--- config.mk ---
export PLATFORM = sky130hd
export DESIGN_NAME = hcfg_regs
export DESIGN_NICKNAME = d
export VERILOG_FILES = /design/src/hdl/hcfg_pkg.sv /design/src/hdl/hcfg_snippet_mem.sv /design/src/hdl/hcfg_regs.sv
export SDC_FILE = /design/constraint.sdc
export NUM_CORES = 1
export LEC_CHECK = 0
export BUFFER_PORTS_ARGS = -buffer_cell sky130_fd_sc_hd__buf_4
export CORE_MARGIN = 4
export CORE_UTILIZATION = 40
export DETAILED_ROUTE_END_ITERATION = 10
export PLACE_DENSITY = 0.63
export REMOVE_ABC_BUFFERS = 1
export SLEW_MARGIN = 5
export SYNTH_ARGS = -nofsm -noshare
export SYNTH_HDL_FRONTEND = slang
export SYNTH_SLANG_ARGS = --single-unit
--- constraint.sdc ---
create_clock -name i_clk -period 74.8 [get_ports i_clk]
set_clock_uncertainty 0.15 [all_clocks]
set_input_delay 14.96 -clock i_clk [delete_from_list [all_inputs] [get_ports i_clk]]
set_output_delay 14.96 -clock i_clk [all_outputs]
set_load 0.02 [all_outputs]
--- src/hdl/hcfg_pkg.sv ---
// Purpose: Shared constants for the haptic configuration and fault register slice
// Assumes: Byte-wide register port, 8-bit register addresses
// Notes:   Offsets are byte addresses on the register port
package hcfg_pkg;

	// ****************************************************************
	// Register offsets
	// ****************************************************************
	localparam logic [7:0] HBRIDGE_EDGE_TRIM_ADDR     = 8'h62;
	localparam logic [7:0] TOP_CONFIG_FIVE_ADDR       = 8'h6e;
	localparam logic [7:0] ACTUATOR_FAULT_EVENTS_ADDR = 8'h81;
	localparam logic [7:0] IRQ_STATUS_SECOND_ADDR     = 8'h82;
	localparam logic [7:0] IRQ_MASK_SECOND_ADDR       = 8'h83;
	localparam logic [7:0] SNIPPET_BYTE_FIRST_ADDR    = 8'h84;
	localparam logic [7:0] SNIPPET_BYTE_LAST_ADDR     = 8'he7;
	localparam int         SNIPPET_BYTES              = 100;

	// ****************************************************************
	// Field positions
	// ****************************************************************
	localparam int EDGE_RATE_LSB      = 0;
	localparam int DELAY_BYPASS_BIT   = 2;
	localparam int FREQ_HOLD_BIT      = 1;
	localparam int OFFSET_ON_BIT      = 0;
	localparam int CLIP_EVENT_BIT     = 2;
	localparam int CLIP_LIVE_BIT      = 7;
	localparam int CLIP_MASK_BIT      = 7;

	// ****************************************************************
	// Reset values
	// ****************************************************************
	localparam logic [1:0] EDGE_RATE_RST    = 2'h3;
	localparam logic       DELAY_BYPASS_RST = 1'h0;
	localparam logic       FREQ_HOLD_RST    = 1'h0;
	localparam logic       OFFSET_ON_RST    = 1'h1;
	localparam logic       CLIP_EVENT_RST   = 1'h0;
	localparam logic       CLIP_LIVE_RST    = 1'h0;
	localparam logic       CLIP_MASK_RST    = 1'h0;
	localparam logic [7:0] SNIPPET_RST      = 8'h00;
	localparam logic [7:0] READ_ZERO        = 8'h00;

endpackage

--- src/hdl/hcfg_snippet_mem.sv ---
// Purpose: Byte-wide snippet store, one register per byte
// Assumes: Single clock, reset already synchronised by the parent
// Notes:   Two combinational read ports, one write port
module hcfg_snippet_mem
	import hcfg_pkg::*;
#(
	parameter int DEPTH = SNIPPET_BYTES
)
(
	input  wire logic       i_clk,
	input  wire logic       i_rst_n,
	input  wire logic       i_wr,
	input  wire logic [6:0] i_wr_idx,
	input  wire logic [7:0] i_wr_data,
	input  wire logic [6:0] i_rd_idx_a,
	output logic      [7:0] o_rd_data_a,
	input  wire logic [6:0] i_rd_idx_b,
	output logic      [7:0] o_rd_data_b
);

	// ****************************************************************
	// Elaboration check
	// ****************************************************************
	// Index is seven bits wide, so depth beyond 128 cannot be reached
	if (DEPTH < 1 || DEPTH > 128)
	begin : g_bad_depth
		$error("hcfg_snippet_mem: DEPTH out of range");
	end

	typedef struct packed {
		logic [DEPTH-1:0][7:0] bytes;
	} hcfg_mem_state_t;

	hcfg_mem_state_t mem_reg;
	hcfg_mem_state_t mem_next;

	// Write one byte; out-of-range index is ignored
	always_comb
	begin
		mem_next = mem_reg;
		if (i_wr && (int'(i_wr_idx) < DEPTH))
		begin
			mem_next.bytes[i_wr_idx] = i_wr_data;
		end
	end

	// Every byte clears to zero on reset
	always_ff @(posedge i_clk or negedge i_rst_n)
	begin
		if (!i_rst_n)
		begin
			mem_reg <= '0;
		end
		else
		begin
			mem_reg <= mem_next;
		end
	end

	// Read ports; out-of-range index reads zero
	always_comb
	begin
		o_rd_data_a = READ_ZERO;
		o_rd_data_b = READ_ZERO;
		if (int'(i_rd_idx_a) < DEPTH)
		begin
			o_rd_data_a = mem_reg.bytes[i_rd_idx_a];
		end
		if (int'(i_rd_idx_b) < DEPTH)
		begin
			o_rd_data_b = mem_reg.bytes[i_rd_idx_b];
		end
	end

endmodule

--- src/hdl/hcfg_regs.sv ---
// Purpose: Configuration, converter-clip fault and snippet register slice
// Assumes: Byte-wide register port synchronous to i_clk, 125 MHz
// Notes:   Read data appears one cycle after the read strobe
module hcfg_regs
	import hcfg_pkg::*;
#(
	parameter int SNIP_DEPTH = SNIPPET_BYTES
)
(
	input  wire logic       i_clk,
	input  wire logic       i_arst_n,
	input  wire logic [7:0] i_reg_addr,
	input  wire logic       i_reg_wr,
	input  wire logic [7:0] i_reg_wdata,
	input  wire logic       i_reg_rd,
	output logic      [7:0] o_reg_rdata,
	output logic            o_reg_rvalid,
	input  wire logic       i_converter_clip,
	input  wire logic [6:0] i_snippet_idx,
	output logic      [7:0] o_snippet_byte,
	output logic      [1:0] o_high_side_edge_rate,
	output logic            o_delay_bypass,
	output logic            o_freq_hold_on_reversal,
	output logic            o_volt_current_offset_on,
	output logic            o_irq
);

	// ****************************************************************
	// Elaboration check
	// ****************************************************************
	// The snippet window in the map is fixed at 100 addresses
	if (SNIP_DEPTH != int'(SNIPPET_BYTE_LAST_ADDR - SNIPPET_BYTE_FIRST_ADDR) + 1)
	begin : g_bad_depth
		$error("hcfg_regs: SNIP_DEPTH must match the snippet window");
	end

	typedef struct packed {
		logic [1:0] edge_rate;
		logic       delay_bypass;
		logic       freq_hold;
		logic       offset_on;
		logic       clip_event;
		logic       clip_live;
		logic       clip_mask;
		logic [7:0] rdata;
		logic       rvalid;
	} hcfg_state_t;

	// ****************************************************************
	// Address decode helpers
	// ****************************************************************
	function automatic logic hcfg_is_snippet(input logic [7:0] addr);
		return (addr >= SNIPPET_BYTE_FIRST_ADDR) && (addr <= SNIPPET_BYTE_LAST_ADDR);
	endfunction

	function automatic logic [6:0] hcfg_snippet_index(input logic [7:0] addr);
		logic [7:0] diff;
		diff = addr - SNIPPET_BYTE_FIRST_ADDR;
		return diff[6:0];
	endfunction

	// ****************************************************************
	// Reset release
	// ****************************************************************
	logic rst_meta_reg;
	logic rst_n_reg;

	// Asynchronous assert, release through two flops
	always_ff @(posedge i_clk or negedge i_arst_n)
	begin
		if (!i_arst_n)
		begin
			rst_meta_reg <= 1'b0;
			rst_n_reg    <= 1'b0;
		end
		else
		begin
			rst_meta_reg <= 1'b1;
			rst_n_reg    <= rst_meta_reg;
		end
	end

	// ****************************************************************
	// Snippet store
	// ****************************************************************
	logic [7:0] snip_host_data;
	logic       snip_wr;
	logic [6:0] snip_idx;

	// Snippet bytes, one address per byte
	// consecutive byte mapping
	assign snip_wr  = i_reg_wr && hcfg_is_snippet(i_reg_addr);
	assign snip_idx = hcfg_snippet_index(i_reg_addr);

	hcfg_snippet_mem #(
		.DEPTH (SNIP_DEPTH)
	) u_snippet_mem (
		.i_clk       (i_clk),
		.i_rst_n     (rst_n_reg),
		.i_wr        (snip_wr),
		.i_wr_idx    (snip_idx),
		.i_wr_data   (i_reg_wdata),
		.i_rd_idx_a  (snip_idx),
		.o_rd_data_a (snip_host_data),
		.i_rd_idx_b  (i_snippet_idx),
		.o_rd_data_b (o_snippet_byte)
	);

	// ****************************************************************
	// Register state
	// ****************************************************************
	hcfg_state_t st_reg;
	hcfg_state_t st_next;
	logic        clip_clear;

	// Write-one-to-clear of the event bit
	assign clip_clear = i_reg_wr && (i_reg_addr == ACTUATOR_FAULT_EVENTS_ADDR)
		&& i_reg_wdata[CLIP_EVENT_BIT];

	// Next-state: writes, fault tracking, read capture
	always_comb
	begin
		st_next        = st_reg;
		st_next.rvalid = i_reg_rd;
		if (i_reg_wr)
		begin
			unique case (i_reg_addr)
				HBRIDGE_EDGE_TRIM_ADDR:
				begin
					st_next.edge_rate = i_reg_wdata[EDGE_RATE_LSB +: 2];
				end
				TOP_CONFIG_FIVE_ADDR:
				begin
					st_next.delay_bypass = i_reg_wdata[DELAY_BYPASS_BIT];
					st_next.freq_hold    = i_reg_wdata[FREQ_HOLD_BIT];
					st_next.offset_on    = i_reg_wdata[OFFSET_ON_BIT];
				end
				IRQ_MASK_SECOND_ADDR:
				begin
					st_next.clip_mask = i_reg_wdata[CLIP_MASK_BIT];
				end
				default:
				begin
					st_next.clip_mask = st_reg.clip_mask;
				end
			endcase
		end
		st_next.clip_live = i_converter_clip;
		if (i_converter_clip)
		begin
			st_next.clip_event = 1'b1;
		end
		else if (clip_clear)
		begin
			st_next.clip_event = 1'b0;
		end
		// Read data; unmapped addresses and reserved bits read zero
		if (i_reg_rd)
		begin
			st_next.rdata = READ_ZERO;
			if (hcfg_is_snippet(i_reg_addr))
			begin
				st_next.rdata = snip_host_data;
			end
			else
			begin
				unique case (i_reg_addr)
					HBRIDGE_EDGE_TRIM_ADDR:
						st_next.rdata[EDGE_RATE_LSB +: 2] = st_reg.edge_rate;
					TOP_CONFIG_FIVE_ADDR:
					begin
						st_next.rdata[DELAY_BYPASS_BIT] = st_reg.delay_bypass;
						st_next.rdata[FREQ_HOLD_BIT]    = st_reg.freq_hold;
						st_next.rdata[OFFSET_ON_BIT]    = st_reg.offset_on;
					end
					ACTUATOR_FAULT_EVENTS_ADDR:
						st_next.rdata[CLIP_EVENT_BIT] = st_reg.clip_event;
					IRQ_STATUS_SECOND_ADDR:
						st_next.rdata[CLIP_LIVE_BIT] = st_reg.clip_live;
					IRQ_MASK_SECOND_ADDR:
						st_next.rdata[CLIP_MASK_BIT] = st_reg.clip_mask;
					default:
						st_next.rdata = READ_ZERO;
				endcase
			end
		end
	end

	// State register with documented reset values
	always_ff @(posedge i_clk or negedge rst_n_reg)
	begin
		if (!rst_n_reg)
		begin
			st_reg.edge_rate    <= EDGE_RATE_RST;
			st_reg.delay_bypass <= DELAY_BYPASS_RST;
			st_reg.freq_hold    <= FREQ_HOLD_RST;
			st_reg.offset_on    <= OFFSET_ON_RST;
			st_reg.clip_event   <= CLIP_EVENT_RST;
			st_reg.clip_live    <= CLIP_LIVE_RST;
			st_reg.clip_mask    <= CLIP_MASK_RST;
			st_reg.rdata        <= READ_ZERO;
			st_reg.rvalid       <= 1'b0;
		end
		else
		begin
			st_reg <= st_next;
		end
	end

	// ****************************************************************
	// Outputs
	// ****************************************************************
	assign o_reg_rdata              = st_reg.rdata;
	assign o_reg_rvalid             = st_reg.rvalid;
	assign o_high_side_edge_rate    = st_reg.edge_rate;
	assign o_delay_bypass           = st_reg.delay_bypass;
	assign o_freq_hold_on_reversal  = st_reg.freq_hold;
	assign o_volt_current_offset_on = st_reg.offset_on;

	// Level interrupt; masking hides it but keeps the event pending
	// unmasked pending event
	assign o_irq = st_reg.clip_event && !st_reg.clip_mask;

endmodule

# After elaboration in Yosys (flattened, before gate mapping)
# Index checks and enable logic that the tools add are counted.
[classes]
addsub = 1
n_lt_le_gt_ge = 7
eq_ne = 5
muxes = 15
reduce_logical = 12
[op_table]
columns = ["cell", "n"]
rows = [
  ["bitwise mux 800 bit", 1],
  ["binary-select mux 8 bit (select 7 bit)", 2],
  ["demux 8 bit (select 7 bit)", 1],
  ["2-to-1 mux 8 bit", 6],
  ["== test 8 bit, second input constant", 3],
  ["== test 8 x 7 -> 1 bit, second input constant", 2],
  ["< comparator 7 x 8 -> 1 bit, second input constant", 2],
  ["< comparator 7 bit, second input constant", 2],
  [">= comparator 8 bit, second input constant", 1],
  ["<= comparator 8 bit, second input constant", 1],
  [">= comparator 7 x 1 -> 1 bit, second input constant", 1],
  ["logical AND 1 bit", 7],
  ["subtractor 7 x 3 -> 7 bit, second input constant", 1],
  ["AND reduction 2 bit", 3],
  ["one-hot mux 1 bit (2 select lines)", 2],
  ["one-hot mux 2 bit (2 select lines)", 1],
  ["2-to-1 mux 1 bit", 2],
  ["nonzero test 2 bit", 1],
  ["logical NOT 1 bit", 1],
]
[totals]
ff_bits = 819
elab_cells = 151

# Logic depth before layout (Yosys ltp)
# Gate-level depths: netlist (run 1).
[logic_depth]
word_depth = 6
ltp_mapped = 16

# Cells and area by module
# A second synthesis (run 1) with hierarchy kept.
[hier_totals]
hier_cells = 2861
hier_area_um2 = 44231.2
[modules_own_cells]
columns = ["module", "instances", "cells_per_inst", "area_per_inst_um2", "seq_area_each_um2"]
rows = [
  ["hcfg_snippet_mem", 1, 2760, 43145.1, 20019.2],
  ["hcfg_regs", 1, 101, 1086.0, 479.2],
]

# Least setup slack after synthesis (run 1)
# No wires, ideal clock.
[synth_path]
kind = "input -> output"
start = "in i_snippet_idx[0]"
end = "out o_snippet_byte[4]"
arrival_time_ps = 17150
required_time_ps = 59690
setup_slack_ps = 42540
stages = 7
cell_sequence = "clkbuf_1 buf_2 buf_2 mux4_2 mux4_2 a221oi_1 nand3_1"
[synth_via]
elab_chain_cells = 3
[synth_lines]
columns = ["element", "line", "text"]
rows = [
  ["start, declared", "hcfg_regs.sv:19", "input wire logic [6:0] i_snippet_idx,"],
  ["binary-select mux 8 bit (select 7 bit)", "hcfg_snippet_mem.sv:71", "o_rd_data_b = mem_reg.bytes[i_rd_idx_b];"],
  ["2-to-1 mux 8 bit (not written as such)", "hcfg_snippet_mem.sv:71", ""],
  ["2-to-1 mux 8 bit (*)", "hcfg_snippet_mem.sv:69", "if (int'(i_rd_idx_b) < DEPTH)"],
  ["end, declared", "hcfg_regs.sv:20", "output logic [7:0] o_snippet_byte,"],
]
# Mark *: on every way between the ends. The rest lies on a longest branch, timed or not. The select of a mux whose other input is x is not followed.

# Worst setup path after layout (run 1)
[layout_path]
start = "in i_snippet_idx[0]"
end = "out o_snippet_byte[5]"
# Same word-level chain as after synthesis.

==> results.rst, run 1 <==
.. list-table::
   :header-rows: 1

   * - Metric
     - Value
   * - Result of the run
     - finished clean
   * - Parity-gate share of the synthesized area counting xor and xnor cells
     - 0.0762%
   * - Remaining global-route overflow
     - 0
   * - CP top delay family
     - buffers and inverters
   * - Main synth FF type
     - dfrtp_1
   * - Final-report max-slew violation count
     - 0
   * - Adder-Cell Fraction of Synth Area
     - less than 1%
   * - Sequential fraction of design power
     - 43.9%
   * - Share of the synthesized area in the top cell type
     - about 46%
   * - Total number of nets in the final design
     - a little over 3000
   * - Power density cells
     - 22.4 nW/um^2
   * - Number of setup buffers added after CTS
     - 0
   * - Data arrival time of the critical path
     - 18790 ps
   * - Largest net degree at the start of global routing
     - 116
   * - Reg2Reg Capture Point
     - u_snippet_mem.mem_reg[179]
   * - Initial antenna violation count
     - 4
   * - Total internal power
     - 0.809 mW
   * - Total number of clock tree sinks
     - 819
   * - Vias per cell
     - roughly 6.5
   * - Level count of the clock H-tree
     - 3
   * - Placeable core region
     - 109000 sq um
   * - Number of antenna-violating nets in the routed design
     - 0
   * - Syn avg cell area
     - 14.6 sq um
   * - Post-CTS clock slew at the launch and capture registers of the worst setup and hold paths
     - 60 ps
   * - Starting utilization of the core area
     - 40.5%
   * - EDFF count, synth
     - 0
   * - Vias
     - 29400
   * - Width of the die
     - approximately 340 um
   * - Cell row count
     - ~120
   * - Cell types occupying the most area after synthesis
     - dfrtp_1 46%, mux4_2 18%, mux2_2 18%, mux2_1 2.8%, mux2i_1 2.4%
   * - Distinct cell type count after synthesis
     - 74
   * - Slowest cell on crit path
     - buf_4
   * - Routed length on met3
     - 14400 um
   * - Total die area
     - 116000 sq um
   * - Beginning of the worst register-to-register path
     - rst_n_reg
   * - Final routed wirelength across all metal layers
     - 143000 um
   * - Maximum resistive drop on vdd
     - approximately 16 uV
   * - Area leader, netlist
     - dfrtp_1
   * - Longest individual stage delay on the worst path
     - around 700 ps
   * - Post-Synthesis Cells
     - 3042
   * - Post-route DRC
     - 0
   * - Clock Tree Buf Depth
     - 3
   * - Proportion of layout cells with a drive suffix above 1
     - 46.4%
   * - Warnings, synthesis
     - 0
   * - Number of buffers created by CTS
     - 92
   * - Actual transition at the worst max-transition pin
     - 1190 ps
   * - Die Ht
     - approximately 340 um
   * - Area share of and/or/nand/nor cells after synthesis
     - 3.68%
   * - Maxcap violations
     - 0
   * - Clock insertion delay at the later pin of the skew report
     - between 600 and 700 ps
   * - Element type at the critical path end
     - output port
   * - Critical setup path kind
     - in -> out
   * - Slew Limit Headroom
     - 20.5%
   * - Final weighted congestion of routability-driven global placement
     - approximately 0.95
   * - Overall track demand over capacity in global routing
     - approximately a quarter
   * - Share of synthesized area spent on multiplexers
     - a little over two fifths
   * - Endpoints failing setup
     - 0
   * - Hold-fix buffer count after cts
     - 0
   * - Critical path cell sequence
     - buf_8 -> buf_4 -> buf_4 -> mux4_2 -> mux4_2 -> a221oi_1 -> nand3_1 -> buf_4
   * - Routed wire per std cell
     - 31.5 um
   * - Worst Hold Margin
     - 199 ps
   * - Highest routing layer actually used
     - met5
   * - Start point of the worst hold path
     - rst_meta_reg
   * - Share of synthesized registers carrying an async set or reset
     - 100%
   * - 1st-pass router iterations
     - 6
   * - Fraction of power consumed by the clock network
     - 44.0%
   * - Achievable Freq
     - 29.5 MHz
   * - Switching share of power
     - 26.7%
   * - Final core area utilization
     - 44.9%
   * - CP dominant cell by count
     - buf_4
   * - Post-cts sizing count
     - 0
   * - Layout filler cell count
     - 9707
   * - Met2 WL post-DR
     - ~63000 um
   * - Final Hold Vio Count
     - 0
   * - Power dissipated by switching net loads
     - 0.294 mW
   * - WP data required
     - approximately 60000 ps
   * - Worst Hold Endpoint
     - rst_n_reg
   * - Worst hold path stage count
     - 0
   * - Mapped Area
     - 44300 sq um
   * - Multi-input gate area in the final layout
     - 22600 sq um
   * - Nature of the critical path startpoint
     - primary input
   * - Sequential cell area in the final layout
     - 20500 sq um
   * - Class of the worst hold path
     - reg -> reg
   * - Combinational family with the most area after synthesis
     - multiplexers
   * - Vias in the first global route
     - 29600
   * - Most common library cell in the layout ignoring fill and taps
     - dfrtp_1
   * - Buffering stage count on the worst path with inverters included
     - 4
   * - Met1 Wirelength
     - between 50000 and 60000 um
   * - Min cycle time layout
     - between 30000 and 40000 ps
   * - Area added between synthesis and finish
     - 10.8%
   * - First-pass GRT wire length
     - approximately 210000 um
   * - R2R setup slack
     - 70250 ps
   * - Total of buffers placed on input and output ports
     - 50
   * - Standby leakage power
     - 22.3 nW
   * - Seq/Total Area, Yosys
     - 46.3%
   * - TritonCTS clock tree
     - yes
   * - Commonest cells after routing, fill and taps aside
     - 815 x dfrtp_1, 718 x mux2_2, 364 x mux4_2, 113 x nand2_1, 111 x buf_4
   * - Clock root buffer master
     - clkbuf_16
   * - Number of synthesized register bits
     - 819
   * - Maximum net fanout on the critical path
     - ~50
   * - Detailed Place HPWL
     - between 90000 and 100000 um
   * - Combinational cell fraction of total power
     - between 10% and 20%
   * - Portion of the clock cycle consumed by the worst path in the final layout
     - 45.3%
   * - Setup repair after global routing missed its margin
     - false
   * - 1st-iter DRT viols
     - between 3000 and 4000
   * - I/O pin total
     - 51
   * - Fraction of the mapped netlist area in compound gates
     - just over 5%
   * - Worst reg2reg path depth
     - 4
   * - Flip-flop count of the largest register after layout
     - 800
   * - Total negative slack
     - 0 ps
==> power by group through the flow <==
stage	logic [mW]	clock network, mW	registers, mW
after floorplan	0.0666	0	0.492
after global placement	0.131	0	0.491
after detailed placement	0.132	0	0.491
after CTS	0.132	0.492	0.484
after global routing	0.141	0.510	0.487
final	0.133	0.485	0.484
==> routing by layer <==
layer	track usage [%]	vias to the layer above
met2	35.8	1459
met5	0	-
li1	-	11800
met1	34.6	15800
met3	6.92	355
met4	9.82	6
==> synth_stat cells (all sizes together) (7+ instances only) <==
cell type,count
o221ai,18
a31oi,17
nand3,26
a221oi,20
nor2,78
and2,8
a32oi,9
dfrtp,816
o32ai,10
nand2b,8
nand4,10
o21ai,43
nor2b,14
a21oi,51
mux2i,107
nor3,23
mux2,827
inv,10
a211oi,21
nand2,130
buf,119
o22ai,37
clkbuf,148
mux4,364
a22oi,39
a221o,7
==> worst max path at each step <==
stage | start | to | slack (ps) | cells past startpoint
2_1_floorplan | i_snippet_idx[4] | o_snippet_byte[1] | 42950 | 5
3_3_place_gp | i_snippet_idx[0] | o_snippet_byte[5] | 40780 | 8
3_5_place_dp | i_snippet_idx[0] | o_snippet_byte[0] | 40830 | 8
4_1_cts | i_snippet_idx[0] | o_snippet_byte[0] | 40840 | 8
5_1_grt | i_snippet_idx[0] | o_snippet_byte[5] | 40660 | 8
6_report | i_snippet_idx[0] | o_snippet_byte[5] | 40910 | 8
==> cell families (layout without fill, tap and decap cells) <==
kind of cell,after synthesis,count (layout)
and+or+nand+nor,321,321
DFF,819,819
adders and majority gates,4,4
xor gates and xnor gates,3,3
muxes,1298,1298
other,1,2
buffers and inverters,279,298
AOI/OAI and AO/OA,317,317
==> stage by stage <==
| stage | cells | instance area (sq um) | setup slack (ps) | power, mW |
|---|---|---|---|---|
| after CTS | 4537 | 49100 | 40840 | 1.11 |
| after detailed placement | 4368 | 45900 | 40830 | 0.623 |
| final | 4538 | 49100 | 40910 | 1.10 |
| after floorplan | 2775 | 43100 | 42950 | 0.559 |
| after global placement | 4368 | 45900 | 40780 | 0.621 |
| after global routing | 4537 | 49100 | 40660 | 1.14 |
==> area by class of cell <==
| cell class | count | share of cell area [%] |
|---|---|---|
| repair buffers | 117 | 1.90 |
| inverters | 12 | 0.0917 |
| multi-input cells | 1944 | 45.9 |
| well taps | 1476 | 3.76 |
| clock inverters | 36 | 1.06 |
| diodes | 1 | 0.00509 |
| flip-flops and latches | 819 | 41.7 |
| clock buffers | 133 | 5.51 |
Power figures use the tool's default switching activity.
==> run 2, diff against run 1 <==
--- a/config.mk
+++ b/config.mk
@@ -9,7 +9,7 @@
 export CORE_MARGIN = 4
 export CORE_UTILIZATION = 40
 export DETAILED_ROUTE_END_ITERATION = 10
-export PLACE_DENSITY = 0.63
+export PLACE_DENSITY = 0.65
 export REMOVE_ABC_BUFFERS = 1
 export SLEW_MARGIN = 5
 export SYNTH_ARGS = -nofsm -noshare
==> constraint.sdc (replaced) <==
create_clock -name i_clk -period 29.9 [get_ports i_clk]
set_clock_uncertainty 0.15 [all_clocks]
set_input_delay 5.98 -clock i_clk [delete_from_list [all_inputs] [get_ports i_clk]]
set_output_delay 5.98 -clock i_clk [all_outputs]
set_load 0.02 [all_outputs]
==> results.rst, run 2 (same netlist as run 1, synthesis figures left out) <==
.. list-table::
   :header-rows: 1

   * - Metric
     - Value
   * - Post-cts sizing count
     - 0
   * - Multi-input gate area in the final layout
     - 22600 sq um
   * - Worst reg2reg path depth
     - 3
   * - Vias per cell
     - 6.47
   * - Data arrival time of the critical path
     - 9740 ps
   * - Routed length on met3
     - 14400 um
   * - 1st-pass router iterations
     - 5
   * - WP data required
     - 23770 ps
   * - Portion of the clock cycle consumed by the worst path in the final layout
     - 53.1%
   * - Number of antenna-violating nets in the routed design
     - 0
   * - Nature of the critical path startpoint
     - primary input
   * - Total die area
     - ~120000 sq um
   * - Final routed wirelength across all metal layers
     - 143000 um
   * - Power density cells
     - 55.8 nW/um^2
   * - Dpl cell area
     - about 46000 sq um
   * - Starting utilization of the core area
     - 40.5%
   * - Cell row count
     - between 100 and 150
   * - Total number of nets in the final design
     - approximately 3000
   * - Level count of the clock H-tree
     - 3
   * - Maxcap violations
     - 0
   * - Met2 WL post-DR
     - 62600 um
   * - Min cycle time layout
     - 15870 ps
   * - Post-route worst setup slack
     - roughly 14000 ps
   * - CP dominant cell by count
     - mux4_2
   * - Flip-flop count of the largest register after layout
     - 800
   * - Worst setup slack before clock tree synthesis
     - 14150 ps
   * - TritonCTS clock tree
     - yes
   * - Element type at the critical path end
     - output port
   * - Class of the worst hold path
     - reg -> reg
   * - Area added between synthesis and finish
     - 10.8%
   * - Number of buffers created by CTS
     - 91
   * - Setup repair after global routing missed its margin
     - false
   * - Sequential cell area in the final layout
     - 20500 sq um
   * - Placeable core region
     - 109000 sq um
   * - Detailed Place HPWL
     - slightly above 90000 um
   * - Final-report max-slew violation count
     - 0
   * - Maximum resistive drop on vdd
     - between 30 and 40 uV
   * - Achievable Freq
     - ~63 MHz
   * - Number of setup buffers added after CTS
     - 0
   * - Worst Hold Margin
     - around 200 ps
   * - Maximum net fanout on the critical path
     - a little over 80
   * - Die Ht
     - 341 um
   * - Final instance area
     - 49100 sq um
   * - I/O pin total
     - 51
   * - Worst hold path stage count
     - 0
   * - Final weighted congestion of routability-driven global placement
     - 0.930
   * - Clock insertion delay at the later pin of the skew report
     - approximately 690 ps
   * - Remaining global-route overflow
     - 0
   * - Met1 Wirelength
     - 58900 um
   * - 1st-iter DRT viols
     - 3091
   * - Buffering stage count on the worst path with inverters included
     - 3
   * - Post-route DRC
     - 0
   * - Hold-fix buffer count after cts
     - 0
   * - Critical path depth
     - 8
   * - Overall track demand over capacity in global routing
     - between 20% and 30%
   * - Standby leakage power
     - 22.2 nW
   * - Highest routing layer actually used
     - met5
   * - Critical setup path kind
     - in -> out
   * - Initial antenna violation count
     - 4
   * - Layout filler cell count
     - 9691
   * - Final core area utilization
     - around 45%
   * - Post-CTS clock slew at the launch and capture registers of the worst setup and hold paths
     - 60 ps
   * - Final Hold Vio Count
     - 0
   * - Vias in the first global route
     - 29500
   * - Endpoints failing setup
     - 0
   * - Total negative slack
     - 0 ps
   * - Total of buffers placed on input and output ports
     - 50
   * - Commonest cells after routing, fill and taps aside
     - 815 x dfrtp_1, 718 x mux2_2, 364 x mux4_2, 112 x nand2_1, 109 x mux2_1
   * - Width of the die
     - between 300 and 400 um
   * - Vias
     - 29300
   * - Routed wire per std cell
     - ~31 um
   * - Longest individual stage delay on the worst path
     - ~630 ps
   * - Clock Tree Buf Depth
     - 3
   * - Total number of clock tree sinks
     - 819
   * - Clock root buffer master
     - clkbuf_16
   * - Critical path cell sequence
     - buf_8 -> buf_12 -> mux4_2 -> mux4_2 -> mux2i_1 -> o21ai_0 -> o2111a_1 -> buf_4
   * - Slowest cell on crit path
     - mux2i_1
   * - CP top delay family
     - multiplexers
   * - Slew Limit Headroom
     - 9.15%
   * - Result of the run
     - finished clean
   * - Proportion of layout cells with a drive suffix above 1
     - 46.2%
   * - Most common library cell in the layout ignoring fill and taps
     - dfrtp_1
   * - Largest net degree at the start of global routing
     - between 100 and 150
   * - First-pass GRT wire length
     - 210000 um
   * - Actual transition at the worst max-transition pin
     - around 1400 ps
==> run 2: cell types whose count changed in the layout (fill, tap and decap cells not counted), sizes merged <==
cell      previous run  this run
clkinvlp             7         2
clkbuf             133       132
clkinv              17        21
inv                 14        13
buf                117       114
bufinv              10        11
==> run 2: per-layer routing <==
| metal | GRT usage (%) | vias up |
|---|---|---|
| li1 | - | 11800 |
| met1 | 33.6 | 15700 |
| met2 | 36.3 | 1433 |
| met3 | 7.35 | 357 |
| met4 | 9.40 | 4 |
| met5 | 0 | - |
==> run 2: path summary, 6_finish.rpt <==
| path | endpoint | slack [ps] | from |
|---|---|---|---|
| setup / recovery | o_snippet_byte[2] | 14030 | i_snippet_idx[0] |
| hold / removal | rst_n_reg | 200 | rst_meta_reg |
| setup reg to reg | u_snippet_mem.mem_reg[722] | 26210 | rst_n_reg |
| hold reg to reg | rst_n_reg | 200 | rst_meta_reg |
| max in group asynchronous | rst_n_reg | 24570 | i_arst_n |
| min in group asynchronous | u_snippet_mem.mem_reg[295] | 270 | rst_n_reg |
==> run 2: through the flow <==
step / instances / power, mW
detailed placement: 4365 / 1.56
global placement: 4365 / 1.55
finish: 4533 / 2.74
floorplan: 2775 / 1.40
CTS: 4532 / 2.75
global route: 4532 / 2.82
==> run 2: cell type report <==
type                       count  area share, %
sequential                   819           41.8
inverter                      12         0.0918
tap                         1476           3.76
clock inverter                35           1.13
antenna                        1        0.00510
multi-input combinational   1944           46.0
timing repair buffer         114           1.91
clock buffer                 132           5.38
==> run 2: report_power, final <==
group	leakage (nW)	switching [mW]	internal, mW
registers	11.3	0.0478	1.17
clock network	1.57	0.484	0.712
logic	9.37	0.194	0.138
total	22.2	0.726	2.02
